$ cat src/verilog/srfu_defs.vh
`ifndef SRFU_DEFS_VH
`define SRFU_DEFS_VH

// status register flag positions
`define SRFU_FLAG_C 3'd0
`define SRFU_FLAG_Z 3'd1
`define SRFU_FLAG_N 3'd2
`define SRFU_FLAG_V 3'd3
`define SRFU_FLAG_S 3'd4
`define SRFU_FLAG_H 3'd5
`define SRFU_FLAG_T 3'd6
`define SRFU_FLAG_I 3'd7

// operation codes
`define SRFU_OP_NOP 4'h0
`define SRFU_OP_SHL 4'h1
`define SRFU_OP_SHR 4'h2
`define SRFU_OP_ROL 4'h3
`define SRFU_OP_ROR 4'h4
`define SRFU_OP_ASR 4'h5
`define SRFU_OP_SWAP 4'h6
`define SRFU_OP_RAISE 4'h7
`define SRFU_OP_LOWER 4'h8
`define SRFU_OP_TSTORE 4'h9
`define SRFU_OP_TLOAD 4'hA

// axi-lite map
`define SRFU_ADDR_CTRL 4'h0
`define SRFU_ADDR_STATUS 4'h4
`define SRFU_ADDR_RESULT 4'h8
`define SRFU_ADDR_STATUS_REGISTER 4'hC
`define SRFU_RESP_OKAY 2'b00
`define SRFU_RESP_DECERR 2'b11
`define SRFU_STATUS_REGISTER_RESET 8'h00

`endif

$ cat src/verilog/srfu_top.v
// The AXI4-Lite register port and the register addresses were decided locally.
`timescale 1ns/1ns
module srfu_top
(
    input wire aclk,
    input wire aresetn,
    input wire [3:0] s_axi_awaddr,
    input wire s_axi_awvalid,
    output reg s_axi_awready,
    input wire [31:0] s_axi_wdata,
    input wire [3:0] s_axi_wstrb,
    input wire s_axi_wvalid,
    output reg s_axi_wready,
    output reg [1:0] s_axi_bresp,
    output reg s_axi_bvalid,
    input wire s_axi_bready,
    input wire [3:0] s_axi_araddr,
    input wire s_axi_arvalid,
    output reg s_axi_arready,
    output reg [31:0] s_axi_rdata,
    output reg [1:0] s_axi_rresp,
    output reg s_axi_rvalid,
    input wire s_axi_rready,
    output reg [7:0] status_register,
    output reg [7:0] result_reg,
    output reg irq_global_enable
);
`include "srfu_defs.vh"

reg aw_held;
reg w_held;
reg [3:0] aw_addr;
reg [31:0] w_data;
reg [3:0] w_strb;
reg [7:0] operand;
reg [3:0] last_op;
reg [2:0] last_idx;
reg [2:0] op_count;

wire [7:0] shift_result;
wire shift_carry;
wire picked_bit;
wire [7:0] status_register_replaced;
wire [7:0] rd_replaced;
reg [7:0] next_status;
reg [7:0] next_result;
reg [31:0] next_rdata;
reg [1:0] next_rresp;

// ctrl word: [3:0] op, [6:4] bit index, [15:8] operand
wire do_write = aw_held && w_held && !s_axi_bvalid;
wire ctrl_hit = do_write && aw_addr == `SRFU_ADDR_CTRL;
wire status_register_hit = do_write && aw_addr == `SRFU_ADDR_STATUS_REGISTER && w_strb[0];
wire [3:0] op = w_data[3:0];
wire [2:0] idx = w_data[6:4];
wire [7:0] wr_operand = w_strb[1] ? w_data[15:8] : operand;
wire lower = (op == `SRFU_OP_LOWER);

function [1:0] strobe_ok;
    input [3:0] addr;
    begin
        strobe_ok = (addr == `SRFU_ADDR_CTRL || addr == `SRFU_ADDR_STATUS_REGISTER)
            ? `SRFU_RESP_OKAY : `SRFU_RESP_DECERR;
    end
endfunction

// registers are whole words: byte lanes of the address are ignored
function [3:0] word_addr;
    input [3:0] addr;
    begin
        word_addr = {addr[3:2], 2'b00};
    end
endfunction

// flags after a shift: carry out, zero, sign, overflow as n xor c
function [7:0] flag_update;
    input [7:0] old_flags;
    input [7:0] res;
    input carry;
    begin
        flag_update = old_flags;
        flag_update[`SRFU_FLAG_C] = carry;
        flag_update[`SRFU_FLAG_Z] = (res == 8'h00);
        flag_update[`SRFU_FLAG_N] = res[7];
        flag_update[`SRFU_FLAG_V] = res[7] ^ carry;
    end
endfunction

srfu_shift u_shift
(
    .op(op),
    .operand(wr_operand),
    .carry_in(status_register[`SRFU_FLAG_C]),
    .result(shift_result),
    .carry_out(shift_carry)
);

srfu_bit_sel u_status_register_sel
(
    .value(status_register),
    .index(idx),
    .new_bit(~lower),
    .picked(),
    .replaced(status_register_replaced)
);

srfu_bit_sel u_rd_sel
(
    .value(wr_operand),
    .index(idx),
    .new_bit(status_register[`SRFU_FLAG_T]),
    .picked(picked_bit),
    .replaced(rd_replaced)
);

// operation datapath
always @*
begin
    next_status = status_register;
    next_result = result_reg;
    case (op)
        `SRFU_OP_NOP:
        begin
            next_status = status_register;
            next_result = result_reg;
        end
        `SRFU_OP_SHL, `SRFU_OP_SHR, `SRFU_OP_ROL, `SRFU_OP_ROR,
        `SRFU_OP_ASR:
        begin
            next_result = shift_result;
            next_status = flag_update(status_register, shift_result,
                shift_carry);
        end
        `SRFU_OP_SWAP:
        begin
            next_result = shift_result;
        end
        `SRFU_OP_RAISE, `SRFU_OP_LOWER:
        begin
            next_status = status_register_replaced;
        end
        `SRFU_OP_TSTORE:
        begin
            next_status[`SRFU_FLAG_T] = picked_bit;
        end
        `SRFU_OP_TLOAD:
        begin
            next_result = rd_replaced;
        end
        default:
        begin
            next_status = status_register;
            next_result = result_reg;
        end
    endcase
end

// write address: held until the data half has also arrived
always @(posedge aclk)
begin
    if (!aresetn)
    begin
        aw_held <= 1'b0;
        aw_addr <= 4'h0;
        s_axi_awready <= 1'b0;
    end
    else
    begin
        s_axi_awready <= !aw_held && !s_axi_awready && s_axi_awvalid;
        if (s_axi_awvalid && s_axi_awready)
        begin
            aw_held <= 1'b1;
            aw_addr <= word_addr(s_axi_awaddr);
        end
        else if (do_write)
        begin
            aw_held <= 1'b0;
        end
    end
end

// write data: taken before or after the address
always @(posedge aclk)
begin
    if (!aresetn)
    begin
        w_held <= 1'b0;
        w_data <= 32'h00000000;
        w_strb <= 4'h0;
        s_axi_wready <= 1'b0;
    end
    else
    begin
        s_axi_wready <= !w_held && !s_axi_wready && s_axi_wvalid;
        if (s_axi_wvalid && s_axi_wready)
        begin
            w_held <= 1'b1;
            w_data <= s_axi_wdata;
            w_strb <= s_axi_wstrb;
        end
        else if (do_write)
        begin
            w_held <= 1'b0;
        end
    end
end

// write response: one per executed write, held off while pending
always @(posedge aclk)
begin
    if (!aresetn)
    begin
        s_axi_bvalid <= 1'b0;
        s_axi_bresp <= `SRFU_RESP_OKAY;
    end
    else if (do_write)
    begin
        s_axi_bvalid <= 1'b1;
        s_axi_bresp <= strobe_ok(aw_addr);
    end
    else if (s_axi_bvalid && s_axi_bready)
    begin
        s_axi_bvalid <= 1'b0;
    end
end

// status flags, changed by a control op or a direct write
always @(posedge aclk)
begin
    if (!aresetn)
    begin
        status_register <= `SRFU_STATUS_REGISTER_RESET;
    end
    else if (ctrl_hit)
    begin
        status_register <= next_status;
    end
    else if (status_register_hit)
    begin
        status_register <= w_data[7:0];
    end
end

// interrupt enable mirrors bit 7 of every status update
always @(posedge aclk)
begin
    if (!aresetn)
    begin
        irq_global_enable <= 1'b0;
    end
    else if (ctrl_hit)
    begin
        irq_global_enable <= next_status[`SRFU_FLAG_I];
    end
    else if (status_register_hit)
    begin
        irq_global_enable <= w_data[`SRFU_FLAG_I];
    end
end

// result and readback of the last control op
always @(posedge aclk)
begin
    if (!aresetn)
    begin
        result_reg <= 8'h00;
        operand <= 8'h00;
        last_op <= `SRFU_OP_NOP;
        last_idx <= 3'd0;
        op_count <= 3'd0;
    end
    else if (ctrl_hit)
    begin
        result_reg <= next_result;
        operand <= wr_operand;
        last_op <= op;
        last_idx <= idx;
        op_count <= op_count + 3'd1;
    end
end

// readback word for the address on the read channel
always @*
begin
    next_rdata = 32'h00000000;
    next_rresp = `SRFU_RESP_OKAY;
    case (word_addr(s_axi_araddr))
        `SRFU_ADDR_CTRL:
            next_rdata = {16'h0000, operand, 1'b0, last_idx, last_op};
        `SRFU_ADDR_STATUS:
            next_rdata = {29'h0, op_count};
        `SRFU_ADDR_RESULT:
            next_rdata = {24'h000000, result_reg};
        `SRFU_ADDR_STATUS_REGISTER:
            next_rdata = {24'h000000, status_register};
        default:
        begin
            next_rdata = 32'h00000000;
            next_rresp = `SRFU_RESP_DECERR;
        end
    endcase
end

// read channel
always @(posedge aclk)
begin
    if (!aresetn)
    begin
        s_axi_arready <= 1'b0;
        s_axi_rvalid <= 1'b0;
        s_axi_rdata <= 32'h00000000;
        s_axi_rresp <= `SRFU_RESP_OKAY;
    end
    else
    begin
        s_axi_arready <= !s_axi_rvalid && !s_axi_arready && s_axi_arvalid;
        if (s_axi_arvalid && s_axi_arready)
        begin
            s_axi_rvalid <= 1'b1;
            s_axi_rdata <= next_rdata;
            s_axi_rresp <= next_rresp;
        end
        else if (s_axi_rvalid && s_axi_rready)
        begin
            s_axi_rvalid <= 1'b0;
        end
    end
end

endmodule

$ cat src/verilog/srfu_shift.v
`timescale 1ns/1ns
module srfu_shift
(
    input wire [3:0] op,
    input wire [7:0] operand,
    input wire carry_in,
    output reg [7:0] result,
    output reg carry_out
);
`include "srfu_defs.vh"

always @*
begin
    result = operand;
    carry_out = carry_in;
    case (op)
        `SRFU_OP_SHL:
        begin
            result = {operand[6:0], 1'b0};
            carry_out = operand[7];
        end
        `SRFU_OP_SHR:
        begin
            result = {1'b0, operand[7:1]};
            carry_out = operand[0];
        end
        `SRFU_OP_ROL:
        begin
            result = {operand[6:0], carry_in};
            carry_out = operand[7];
        end
        `SRFU_OP_ROR:
        begin
            result = {carry_in, operand[7:1]};
            carry_out = operand[0];
        end
        `SRFU_OP_ASR:
        begin
            result = {operand[7], operand[7:1]};
            carry_out = operand[0];
        end
        `SRFU_OP_SWAP:
        begin
            result = {operand[3:0], operand[7:4]};
        end
        default:
        begin
            result = operand;
            carry_out = carry_in;
        end
    endcase
end

endmodule

$ cat src/verilog/srfu_bit_sel.v
`timescale 1ns/1ns
module srfu_bit_sel
(
    input wire [7:0] value,
    input wire [2:0] index,
    input wire new_bit,
    output wire picked,
    output wire [7:0] replaced
);

genvar g;
assign picked = value[index];
generate
    for (g = 0; g < 8; g = g + 1)
    begin : gen_bit
        assign replaced[g] = (index == g) ? new_bit : value[g];
    end
endgenerate

endmodule

$ cat config.mk
export PLATFORM = sky130hd
export DESIGN_NAME = srfu_top
export DESIGN_NICKNAME = d
export VERILOG_FILES = /design/src/verilog/srfu_top.v /design/src/verilog/srfu_shift.v /design/src/verilog/srfu_bit_sel.v
export VERILOG_INCLUDE_DIRS = /design/src /design/src/verilog
export SDC_FILE = /design/constraint.sdc
export NUM_CORES = 1
export LEC_CHECK = 0
export ABC_AREA = 0
export ABC_CLOCK_PERIOD_IN_PS = 3200
export BUFFER_PORTS_ARGS = -buffer_cell sky130_fd_sc_hd__buf_2
export CAP_MARGIN = 20
export CORE_MARGIN = 3
export CORE_UTILIZATION = 29
export CTS_BUF_LIST = sky130_fd_sc_hd__clkbuf_2 sky130_fd_sc_hd__clkbuf_4 sky130_fd_sc_hd__clkbuf_8
export DETAILED_ROUTE_END_ITERATION = 16
export GPL_ROUTABILITY_DRIVEN = 1
export SLEW_MARGIN = 0
export SYNTH_ARGS = -nofsm -noshare
export SYNTH_HDL_FRONTEND = slang
export SYNTH_HIERARCHICAL = 1
export SYNTH_SLANG_ARGS = --single-unit
export TNS_END_PERCENT = 10
$ cat constraint.sdc
create_clock -name aclk -period 3.2 [get_ports aclk]
set_input_delay 0.64 -clock aclk [delete_from_list [all_inputs] [get_ports aclk]]
set_output_delay 0.64 -clock aclk [all_outputs]
set_load 0.01 [all_outputs]
Yosys cells after proc, flatten, opt, wreduce, memory -nomap -nowiden
Index checks and enable logic that the tools add are counted.
- add/subtract/negate cells: 1
- $mul: 0
- divide/modulo/power cells: 0
- magnitude comparators: 1
- eq/ne operators: 32
- shift-type cells: 0
- mux-type cells: 38
- bitwise operators: 2
- reduce and logical (&&, ||, !) cells: 47
- operators by type and width (kind ; count):
    32-bit one-hot mux with 4 select lines ; 1
    8-bit one-hot mux with 6 select lines ; 1
    1-bit 2-to-1 mux ; 27
    8-bit 2-to-1 mux ; 3
    4-bit by 3-bit equality test with 1-bit output (second input constant) ; 4
    1-bit logical AND ; 16
    8-bit one-hot mux with 2 select lines ; 1
    3-bit by 2-bit != test with 1-bit output (second input constant) ; 5
    3-bit AND reduction ; 5
    3-bit equality test (second input constant) ; 4
    4-bit equality test (second input constant) ; 3
    6-bit one-hot mux with 2 select lines ; 1
    2-bit nonzero test ; 6
    4-bit by 2-bit equality test with 1-bit output (second input constant) ; 2
    8-bit logical NOT ; 1
    4-bit AND reduction ; 2
    1-bit logical NOT ; 7
    2-bit equality test (second input constant) ; 3
    3-bit by 2-bit equality test with 1-bit output (second input constant) ; 2
    2-bit by 1-bit != test with 1-bit output (second input constant) ; 3
    3-bit by 1-bit != test with 1-bit output (second input constant) ; 2
    6-bit OR reduction ; 1
    5-bit OR reduction ; 1
    4-bit by 1-bit equality test with 1-bit output (second input constant) ; 1
    17 further kinds ; 19
- bits in registers: 96
- bits in latches: 0
- RAM bits: 0
- bits in read-only memories: 0
- input port bits: 51
- output and inout bits: 58
- memories kept: 0

Longest topological paths before layout
Gate-level depths: netlist (run 1).
- word-level depth: 6
- gate-level depth with buffers: 9
- mapped depth without buffers: 8

By module
The synthesis (run 1) kept the hierarchy.
- by module, submodules not included (module ; instances ; cells an instance ; area an instance (um^2) ; seq. area each (um^2)):
    srfu_top ; 1 ; 417 ; 3752.3 ; 1561.5
    srfu_shift ; 1 ; 64 ; 457.9 ; 0.0
    srfu_bit_sel ; 2 ; 22 ; 227.7 ; 0.0

Worst setup path after synthesis (run 1)
Ideal clock, no wire load.
- kind: register to register
- start: register w_strb[1]
- end: register status_register[6]
- data arrival time: 2.169 ns
- data required time: 3.084 ns
- slack: 0.915 ns
- cell stages (with the launch flop): 8
- path buffers: 1
- path through: dfxtp_1 -> clkbuf_1 -> mux2_2 -> mux4_1 -> mux2_2 -> mux2i_1 -> a21oi_1 -> a41o_1
- word-level cells in the longest chain between the ends: 5
- ends and longest elaborated chain (item ; RTL line ; RTL):
    start: declaration ; srfu_top.v:34 ; reg [3:0] w_strb;
    start signal: assignment ; srfu_top.v:199 ; w_strb <= s_axi_wstrb;
    8-bit 2-to-1 mux ; srfu_top.v:56 ; wire [7:0] wr_operand = w_strb[1] ? w_data[15:8] : operand;
    net wr_operand[1] ; srfu_top.v:56 ;
    1-bit binary-select mux with 3-bit select ; srfu_bit_sel.v:12 ; assign picked = value[index];
    1-bit 2-to-1 mux (implied by the code) ; srfu_bit_sel.v:12 ;
    net picked_bit ; srfu_top.v:42 ; wire picked_bit;
    1-bit one-hot mux with 2 select lines ; srfu_top.v:121 ; case (op)
    8-bit 2-to-1 mux ; srfu_top.v:234 ; else if (ctrl_hit)
    end signal: assignment ; srfu_top.v:232 ; status_register <= `SRFU_STATUS_REGISTER_RESET;
    end signal: assignment ; srfu_top.v:236 ; status_register <= next_status;
    end signal: assignment ; srfu_top.v:240 ; status_register <= w_data[7:0];
    end: declaration ; srfu_top.v:24 ; output reg [7:0] status_register,
The timed path passes the listed nets, and every way through them passes these cells. The select of a mux whose other input is x is not followed.
A chain may end at the register's enable or synchronous reset.

Final worst setup path (run 1)
- start: register w_strb[1]
- end: register status_register[1]
- word-level cells in the longest chain between the ends: 5
- ends and longest elaborated chain (item ; RTL line ; RTL):
    8-bit 2-to-1 mux ; srfu_top.v:56 ;
    net wr_operand[7] ; srfu_top.v:56 ;
    8-bit one-hot mux with 6 select lines ; srfu_shift.v:16 ; case (op)
    net shift_result[6] ; srfu_top.v:40 ; wire [7:0] shift_result;
    8-bit logical NOT ; srfu_top.v:83 ; flag_update[`SRFU_FLAG_Z] = (res == 8'h00);
    6-bit one-hot mux with 2 select lines ; srfu_top.v:121 ;
    8-bit 2-to-1 mux ; srfu_top.v:234 ;
The timed path passes the listed nets, and every way through them passes these cells. The select of a mux whose other input is x is not followed.

==> run summary, run 1 <==
status - finished, final reports clean
Sink Count - 78
initial antenna violation count - 0
CTS max path bufs - 2
routed wire length - 12100 um
hold_buf cts - 0
minimum clock period - 2.68 ns
clk_skew - 0.00793 ns
RSZ-0062 raised after global routing - false
Req. time, crit path - 3.48 ns
n_diodes - 0
biggest registers after layout - s_axi_rdata: 16 flops, w_data: 16 flops
vias after detailed routing - 3962
DRT antenna net count - 0
CP max FO - 11
CTS H-tree lvls - 3
Placed Cells incl. Taps - 769
Setup-failing EPs final - 0
DRT Pass-1 Iters - 4
area of placed instances - 5010 um^2
slew at the pin with the worst max-slew slack - 0.780 ns
die height - 132 um
Core ar. - 15400 um^2
pins over their slew limit - 0
post-DP HPWL - 8770 um
CTS tree - done
Starting Density - 29.9%
layout cells sized above 1 - 23.6%
Crit. End Element - flip-flop
Die ar. - 17400 um^2
synth warn - 6
Area growth, synth to finish - 12.5%
final hold vios - 0
Slew headroom - 47.9%
pin count of the biggest net entering global routing - 37
CTS resizes - 0
LEAKAGE - 2.15 nW
gr usage total - 13.6%
nature of the critical path startpoint - flip-flop
nets@finish - 623
Initial DRC Count - 162
CTS clk-pin slew, worst paths - 0.07 ns
vias in the first global route - 3767
first-pass GRT wire length - 19600 um
CTS Root Cell - clkbuf_8
post-CTS setup buffer count - 0
max_cap viols - 0
Placer Congestion - 0.829
Max Clk Rate - 374 MHz
worst setup path class - reg -> reg
Port Buffer Count - 68
cells after synthesis - 522
DR vias/cell - 5.06
Hold Path Class - reg -> reg
io pins - 109
Final Instance Area - 5180 um^2
worst path arrival time - 2.95 ns
FP Rows - 45
Avg WL per Cell - 15.4 um
grt ovf - 0
period utilisation layout - 83.6%
fin cells - 783
PwrDens - 350 nW/um^2
Worst R2R Path Depth - 8
DRC - 0
Die Span X - 132 um
Synth Cell Area - 4600 um^2
VDD IR-drop max - 260 uV
Avg Cell Area, Syn - 8.82 um^2
Setup TNS - 0 ns
Clk Latency, worst-skew pair - 0.35 ns
total CTS buffers - 9
Worst Hold Path Cells - 1
## path summary, 6_finish.rpt
kind                 start                  to  slack, ns
max reg2reg      w_strb[1]  status_register[1]       0.52
max              w_strb[1]  status_register[1]       0.52
min reg2reg  s_axi_arready       s_axi_arready       0.45
min          s_axi_arready       s_axi_arready       0.45
## critical path, cell delays in order, from the launching register on
cell      delay [ns]
dfxtp_1         0.57
mux2_2          0.49
nor3b_1         0.21
a311oi_1        0.07
o32a_1          0.40
nor4_1          0.38
and4_1          0.28
o31ai_1         0.08
mux2i_1         0.13
## layout make-up
type                            count  area, um^2
Multi-Input combinational cell    391        2720
Inverter                            7        26.3
Tap cell                          211         264
Fill cell                        1603       10200
Timing Repair Buffer               82         445
Sequential cell                    78        1560
Clock inverter                      4        25.0
Clock buffer                       10         138
## metal layers
layer | track usage, % | vias up | share of wire [%]
li1 | - | 1932 | -
met1 | 17.2 | 1923 | 44
met2 | 23.2 | 91 | 49
met3 | 3.09 | 16 | 5.1
met4 | 4.20 | 0 | 1.7
met5 | 0 | - | 0
## where the power goes
group | switching (mW) | total (mW) | internal [mW]
clock network | 0.340 | 0.631 | 0.291
registers | 0.0241 | 1.01 | 0.986
logic | 0.0980 | 0.172 | 0.0738
total | 0.462 | 1.81 | 1.35
## cell usage in the layout, fill, tap and decap left out, types with 4 or more instances in the layout
| cell type | n |
|---|---|
| nand2_1 | 82 |
| dfxtp_1 | 78 |
| buf_2 | 68 |
| a21boi_0 | 37 |
| mux2_2 | 27 |
| nor2_1 | 25 |
| nor3b_1 | 19 |
| conb_1 | 18 |
| mux2i_1 | 17 |
| o211a_1 | 16 |
| buf_4 | 14 |
| nand3b_1 | 13 |
| a21oi_1 | 11 |
| nor2b_1 | 10 |
| clkbuf_8 | 10 |
| o21ai_0 | 9 |
| nand3_1 | 9 |
| a22oi_1 | 8 |
| nor3_1 | 7 |
| a211oi_1 | 7 |
| inv_1 | 6 |
| nand4b_1 | 6 |
| a221o_1 | 6 |
| and2_1 | 4 |
| nand2b_1 | 4 |
| o21a_1 | 4 |
| o211ai_1 | 4 |
## per-stage QoR
step	setup WS, ns	power [mW]	util (%)	hold slack, ns
floorplan	0.915	1.17	-	0.440
global placement	0.624	1.20	32.6	0.437
detailed placement	0.556	1.20	32.6	0.440
CTS	0.524	1.84	33.7	0.452
global route	0.327	1.90	33.7	0.482
finish	0.524	1.81	33.7	0.449
No activity file was read; power rests on OpenSTA's default activity.
==> run 2, diff against run 1 <==
--- a/config.mk
+++ b/config.mk
@@ -6,8 +6,8 @@
 export SDC_FILE = /design/constraint.sdc
 export NUM_CORES = 1
 export LEC_CHECK = 0
-export ABC_AREA = 0
-export ABC_CLOCK_PERIOD_IN_PS = 3200
+export ABC_AREA = 1
+export ABC_CLOCK_PERIOD_IN_PS = 2730
 export BUFFER_PORTS_ARGS = -buffer_cell sky130_fd_sc_hd__buf_2
 export CAP_MARGIN = 20
 export CORE_MARGIN = 3
==> constraint.sdc (replaced) <==
create_clock -name aclk -period 2.73 [get_ports aclk]
set_input_delay 0.546 -clock aclk [delete_from_list [all_inputs] [get_ports aclk]]
set_output_delay 0.546 -clock aclk [all_outputs]
set_load 0.01 [all_outputs]
==> run 2 against run 1 <==
Largest power group unchanged. Critical endpoint unchanged. Clock power up 40%. Highest routed layer unchanged. Routed wire length increased by 5.4%. Largest cell class unchanged. Critical path type unchanged. Design area is 0.92% higher.
==> run summary, run 2 <==
status - finished, final reports clean
total CTS buffers - 9
initial antenna violation count - 0
LEAKAGE - 2.33 nW
clk_skew - 0.00851 ns
Area growth, synth to finish - 14.0%
Crit. End Element - flip-flop
cells after synthesis - 704
gr usage total - 14.8%
CTS H-tree lvls - 3
final hold vios - 0
vias after detailed routing - 4570
commonest non-fill, non-tap cells in the layout - 189 x nand2_1, 90 x nand3_1, 78 x dfxtp_1
FP Rows - 45
biggest registers after layout - s_axi_rdata: 16 flops, w_data: 16 flops
met1 global-route usage - 20.7%
CTS resizes - 0
synth warn - 6
worst path arrival time - 2.42 ns
M3 GR Usage - 3.14%
PwrDens - 453 nW/um^2
worst setup path class - reg -> reg
VDD IR-drop max - 268 uV
Die Span X - 132 um
Setup-failing EPs final - 0
RSZ-0062 raised after global routing - false
nets@finish - 820
most common cell after layout, fill and taps aside - nand2_1
CTS Root Cell - clkbuf_8
period utilisation layout - 79.3%
Final Instance Area - 5230 um^2
grt ovf - 0
layout cells sized above 1 - 17.3%
fillers - 1747
Placer Congestion - 0.877
met2 GRT Util - 23.4%
post-CTS setup buffer count - 0
Synth Cell Area - 4580 um^2
hold_buf cts - 0
area of placed instances - 5030 um^2
Core ar. - 15300 um^2
CP max FO - 12
Die ar. - 17300 um^2
Avg WL per Cell - 13.0 um
worst hold slack - 0.412 ns
max_cap viols - 0
Setup TNS - 0 ns
Starting Density - 29.9%
die height - 132 um
pin count of the biggest net entering global routing - 38
Sink Count - 78
DRT Pass-1 Iters - 5
CTS clk-pin slew, worst paths - 0.08 ns
n_diodes - 0
vias in the first global route - 4291
post-DP HPWL - 9130 um
routed wire length - 12700 um
DRC - 0
minimum clock period - 2.17 ns
CTS max path bufs - 2
Initial DRC Count - 467
DR vias/cell - 4.66
io pins - 109
Avg Cell Area, Syn - 6.51 um^2
Clk Latency, worst-skew pair - 0.35 ns
Hold Path Class - in -> reg
DRT antenna net count - 0
Req. time, crit path - 2.99 ns
pins over their slew limit - 0
Port Buffer Count - 68
GR peak layer - met2
CTS tree - done
nature of the critical path startpoint - flip-flop
first-pass GRT wire length - 21500 um
slew at the pin with the worst max-slew slack - 0.692 ns
Slew headroom - 53.8%
Max Clk Rate - 462 MHz
[run 2: layout make-up]
type / instances / area (um^2) / share of cell area [%]
timing repair buffer: 84 / 460 / 8.81
clock buffer: 11 / 145 / 2.78
tap: 211 / 264 / 5.05
inverter: 59 / 236 / 4.53
multi-input combinational: 534 / 2510 / 48.0
sequential: 78 / 1560 / 29.9
clock inverter: 4 / 47.5 / 0.910
[run 2: path summary, 6_finish.rpt]
| kind | from | to | slack, ns | cells past startpoint |
|---|---|---|---|---|
| max reg2reg | w_data[1] | status_register[1] | 0.56 | 13 |
| min reg2reg | s_axi_arready | s_axi_arready | 0.44 | 1 |
| max | w_data[1] | status_register[1] | 0.56 | 13 |
| min | s_axi_arvalid | s_axi_arready | 0.41 | 3 |
[run 2: layer usage]
layer,vias up,wire [um],part of all wire (%)
met5,-,0,0
met4,0,151,1.2
met3,13,699,5.5
met2,134,5670,45
met1,2047,6190,49
li1,2376,-,-
[run 2: power breakdown]
group	total, mW	leakage, nW	internal, mW	switching (mW)
clock network	0.883	0.0986	0.450	0.433
logic	0.277	1.60	0.0880	0.189
registers	1.21	0.632	1.17	0.0397
total	2.37	2.33	1.70	0.662
[run 2: critical path, stage by stage (launching register included)]
cell and delay, ns:
dfxtp_1 0.67, inv_2 0.13, nor2_4 0.29, nand2_1 0.11, nand2_1 0.17, nand2_1 0.08
nand3b_1 0.13, nor2_1 0.06, nand2_1 0.07, nor2_1 0.04, nand3_1 0.09, nand3_1 0.08
nor2_1 0.10, nor2_1 0.04
[run 2: per-stage QoR]
| stage | power [mW] | util [%] | cells | setup slack (ns) |
|---|---|---|---|---|
| detailed placement | 1.51 | 32.9 | 966 | 0.613 |
| global placement | 1.51 | 32.9 | 966 | 0.629 |
| global route | 2.48 | 34.1 | 981 | 0.269 |
| floorplan | 1.44 | - | 721 | 0.888 |
| finish | 2.37 | 34.1 | 981 | 0.565 |
| CTS | 2.39 | 34.1 | 981 | 0.610 |
==> run 3, diff against run 2 <==
--- a/config.mk
+++ b/config.mk
@@ -7,7 +7,7 @@
 export NUM_CORES = 1
 export LEC_CHECK = 0
 export ABC_AREA = 1
-export ABC_CLOCK_PERIOD_IN_PS = 2730
+export ABC_CLOCK_PERIOD_IN_PS = 2250
 export BUFFER_PORTS_ARGS = -buffer_cell sky130_fd_sc_hd__buf_2
 export CAP_MARGIN = 20
 export CORE_MARGIN = 3
==> constraint.sdc (replaced) <==
create_clock -name aclk -period 2.25 [get_ports aclk]
set_input_delay 0.45 -clock aclk [delete_from_list [all_inputs] [get_ports aclk]]
set_output_delay 0.45 -clock aclk [all_outputs]
set_load 0.01 [all_outputs]
==> run 3 against run 2 <==
Register-to-register slack worse by 0.32 ns. Design area grew 2.0%. Critical path depth fell by 3. Flip-flop and latch count is the same. Global-route usage fell by 0.087 points. Hold slack worse by 0.10 ns. Worst setup slack worse by 0.32 ns. Clock skew increased by 0.0051 ns. Routed wire length shrank 0.83%. Via count up 0.39%. Cell count rose by 1.5%. Largest cell class unchanged.
==> run summary, run 3 (synthesis gave the netlist of run 2 again) <==
RSZ-0062 raised after global routing - false
grt ovf - 0
minimum clock period - 2.00 ns
first-pass GRT wire length - 21100 um
post-DP HPWL - 9390 um
Initial DRC Count - 313
Avg WL per Cell - 12.7 um
io pins - 109
Setup TNS - 0 ns
final hold vios - 0
PwrDens - 540 nW/um^2
Port Buffer Count - 68
routed wire length - 12600 um
nature of the critical path startpoint - flip-flop
post-CTS setup buffer count - 0
initial antenna violation count - 0
Max Clk Rate - 500 MHz
Slew headroom - 60.8%
LEAKAGE - 2.40 nW
pin count of the biggest net entering global routing - 38
CTS resizes - 0
CTS tree - done
DRT Pass-1 Iters - 5
Sink Count - 78
Design Power - 2.88 mW
Place WS - 0.0833 ns
commonest non-fill, non-tap cells in the layout - 189 x nand2_1, 90 x nand3_1, 77 x dfxtp_1
worst setup path class - reg -> reg
CTS clk-pin slew, worst paths - 0.09 ns
CTS Root Cell - clkbuf_8
Hold Path Class - in -> reg
period utilisation layout - 88.9%
CTS H-tree lvls - 3
clk_skew - 0.0136 ns
Req. time, crit path - 2.55 ns
hold_buf cts - 0
biggest registers after layout - s_axi_rdata: 16 flops, w_data: 16 flops
CTS max path bufs - 2
most common cell after layout, fill and taps aside - nand2_1
nets@finish - 834
DRC - 0
die height - 132 um
Die ar. - 17300 um^2
Core ar. - 15300 um^2
worst path arrival time - 2.30 ns
CP max FO - 17
total CTS buffers - 9
DR vias/cell - 4.61
reg2reg setup slack - 0.25 ns
Starting Density - 29.9%
vias in the first global route - 4244
DRT antenna net count - 0
vias after detailed routing - 4588
Area growth, synth to finish - 16.3%
Clk Latency, worst-skew pair - 0.36 ns
max_cap viols - 0
fillers - 1728
slew at the pin with the worst max-slew slack - 0.582 ns
n_diodes - 0
Die Span X - 132 um
status - finished, final reports clean
layout cells sized above 1 - 19.0%
pins over their slew limit - 0
Crit. End Element - flip-flop
Setup-failing EPs final - 0
Placer Congestion - 0.882
worst hold slack - 0.307 ns
VDD IR-drop max - 273 uV
PnR worst setup slack - 0.250 ns
FP Rows - 45
final core utilization - 34.8%
gr usage total - 14.7%
==> run 3: worst max-delay path: stages (launching register included) <==
cell	delay [ns]
dfxtp_2	0.41
o21ai_0	0.52
nand3_1	0.14
nand2_1	0.09
nor2_1	0.04
nand3_1	0.12
inv_1	0.10
buf_4	0.14
o21ai_0	0.15
nand3_1	0.09
a21oi_1	0.14
==> run 3: worst paths after layout <==
check | from | to | depth (start not counted)
worst max-delay path | w_strb[1] | result_reg[7] | 10
worst min-delay path | s_axi_awvalid | s_axi_awready | 3
worst max register to register | w_strb[1] | result_reg[7] | 10
worst min register to register | s_axi_awready | s_axi_awready | 1
==> run 3: layout make-up <==
type / instances / area [um^2] / area share (%)
multi-input cells: 534 / 2510 / 47.1
flip-flops and latches: 78 / 1560 / 29.3
repair buffers: 98 / 566 / 10.6
well taps: 211 / 264 / 4.95
inverters: 59 / 236 / 4.44
clock buffers: 10 / 131 / 2.46
clock inverters: 6 / 61.3 / 1.15
==> run 3: metrics by stage <==
stage / cells / instance area [um^2]
6_report: 996 / 5330
5_1_grt: 996 / 5330
4_1_cts: 996 / 5330
3_5_place_dp: 980 / 5140
3_3_place_gp: 980 / 5140
2_1_floorplan: 721 / 4650
==> run 3: routing by layer <==
| metal | track usage (%) | vias to the layer above | routed length [um] |
|---|---|---|---|
| li1 | - | 2419 | - |
| met1 | 20.3 | 2033 | 6160 |
| met2 | 23.1 | 117 | 5640 |
| met3 | 2.53 | 19 | 585 |
| met4 | 5.25 | 0 | 226 |
| met5 | 0 | - | 0 |
==> run 3: report_power, final <==
group,switching (mW),internal [mW]
clock network,0.544,0.523
logic,0.244,0.119
registers,0.0341,1.42
total,0.822,2.06
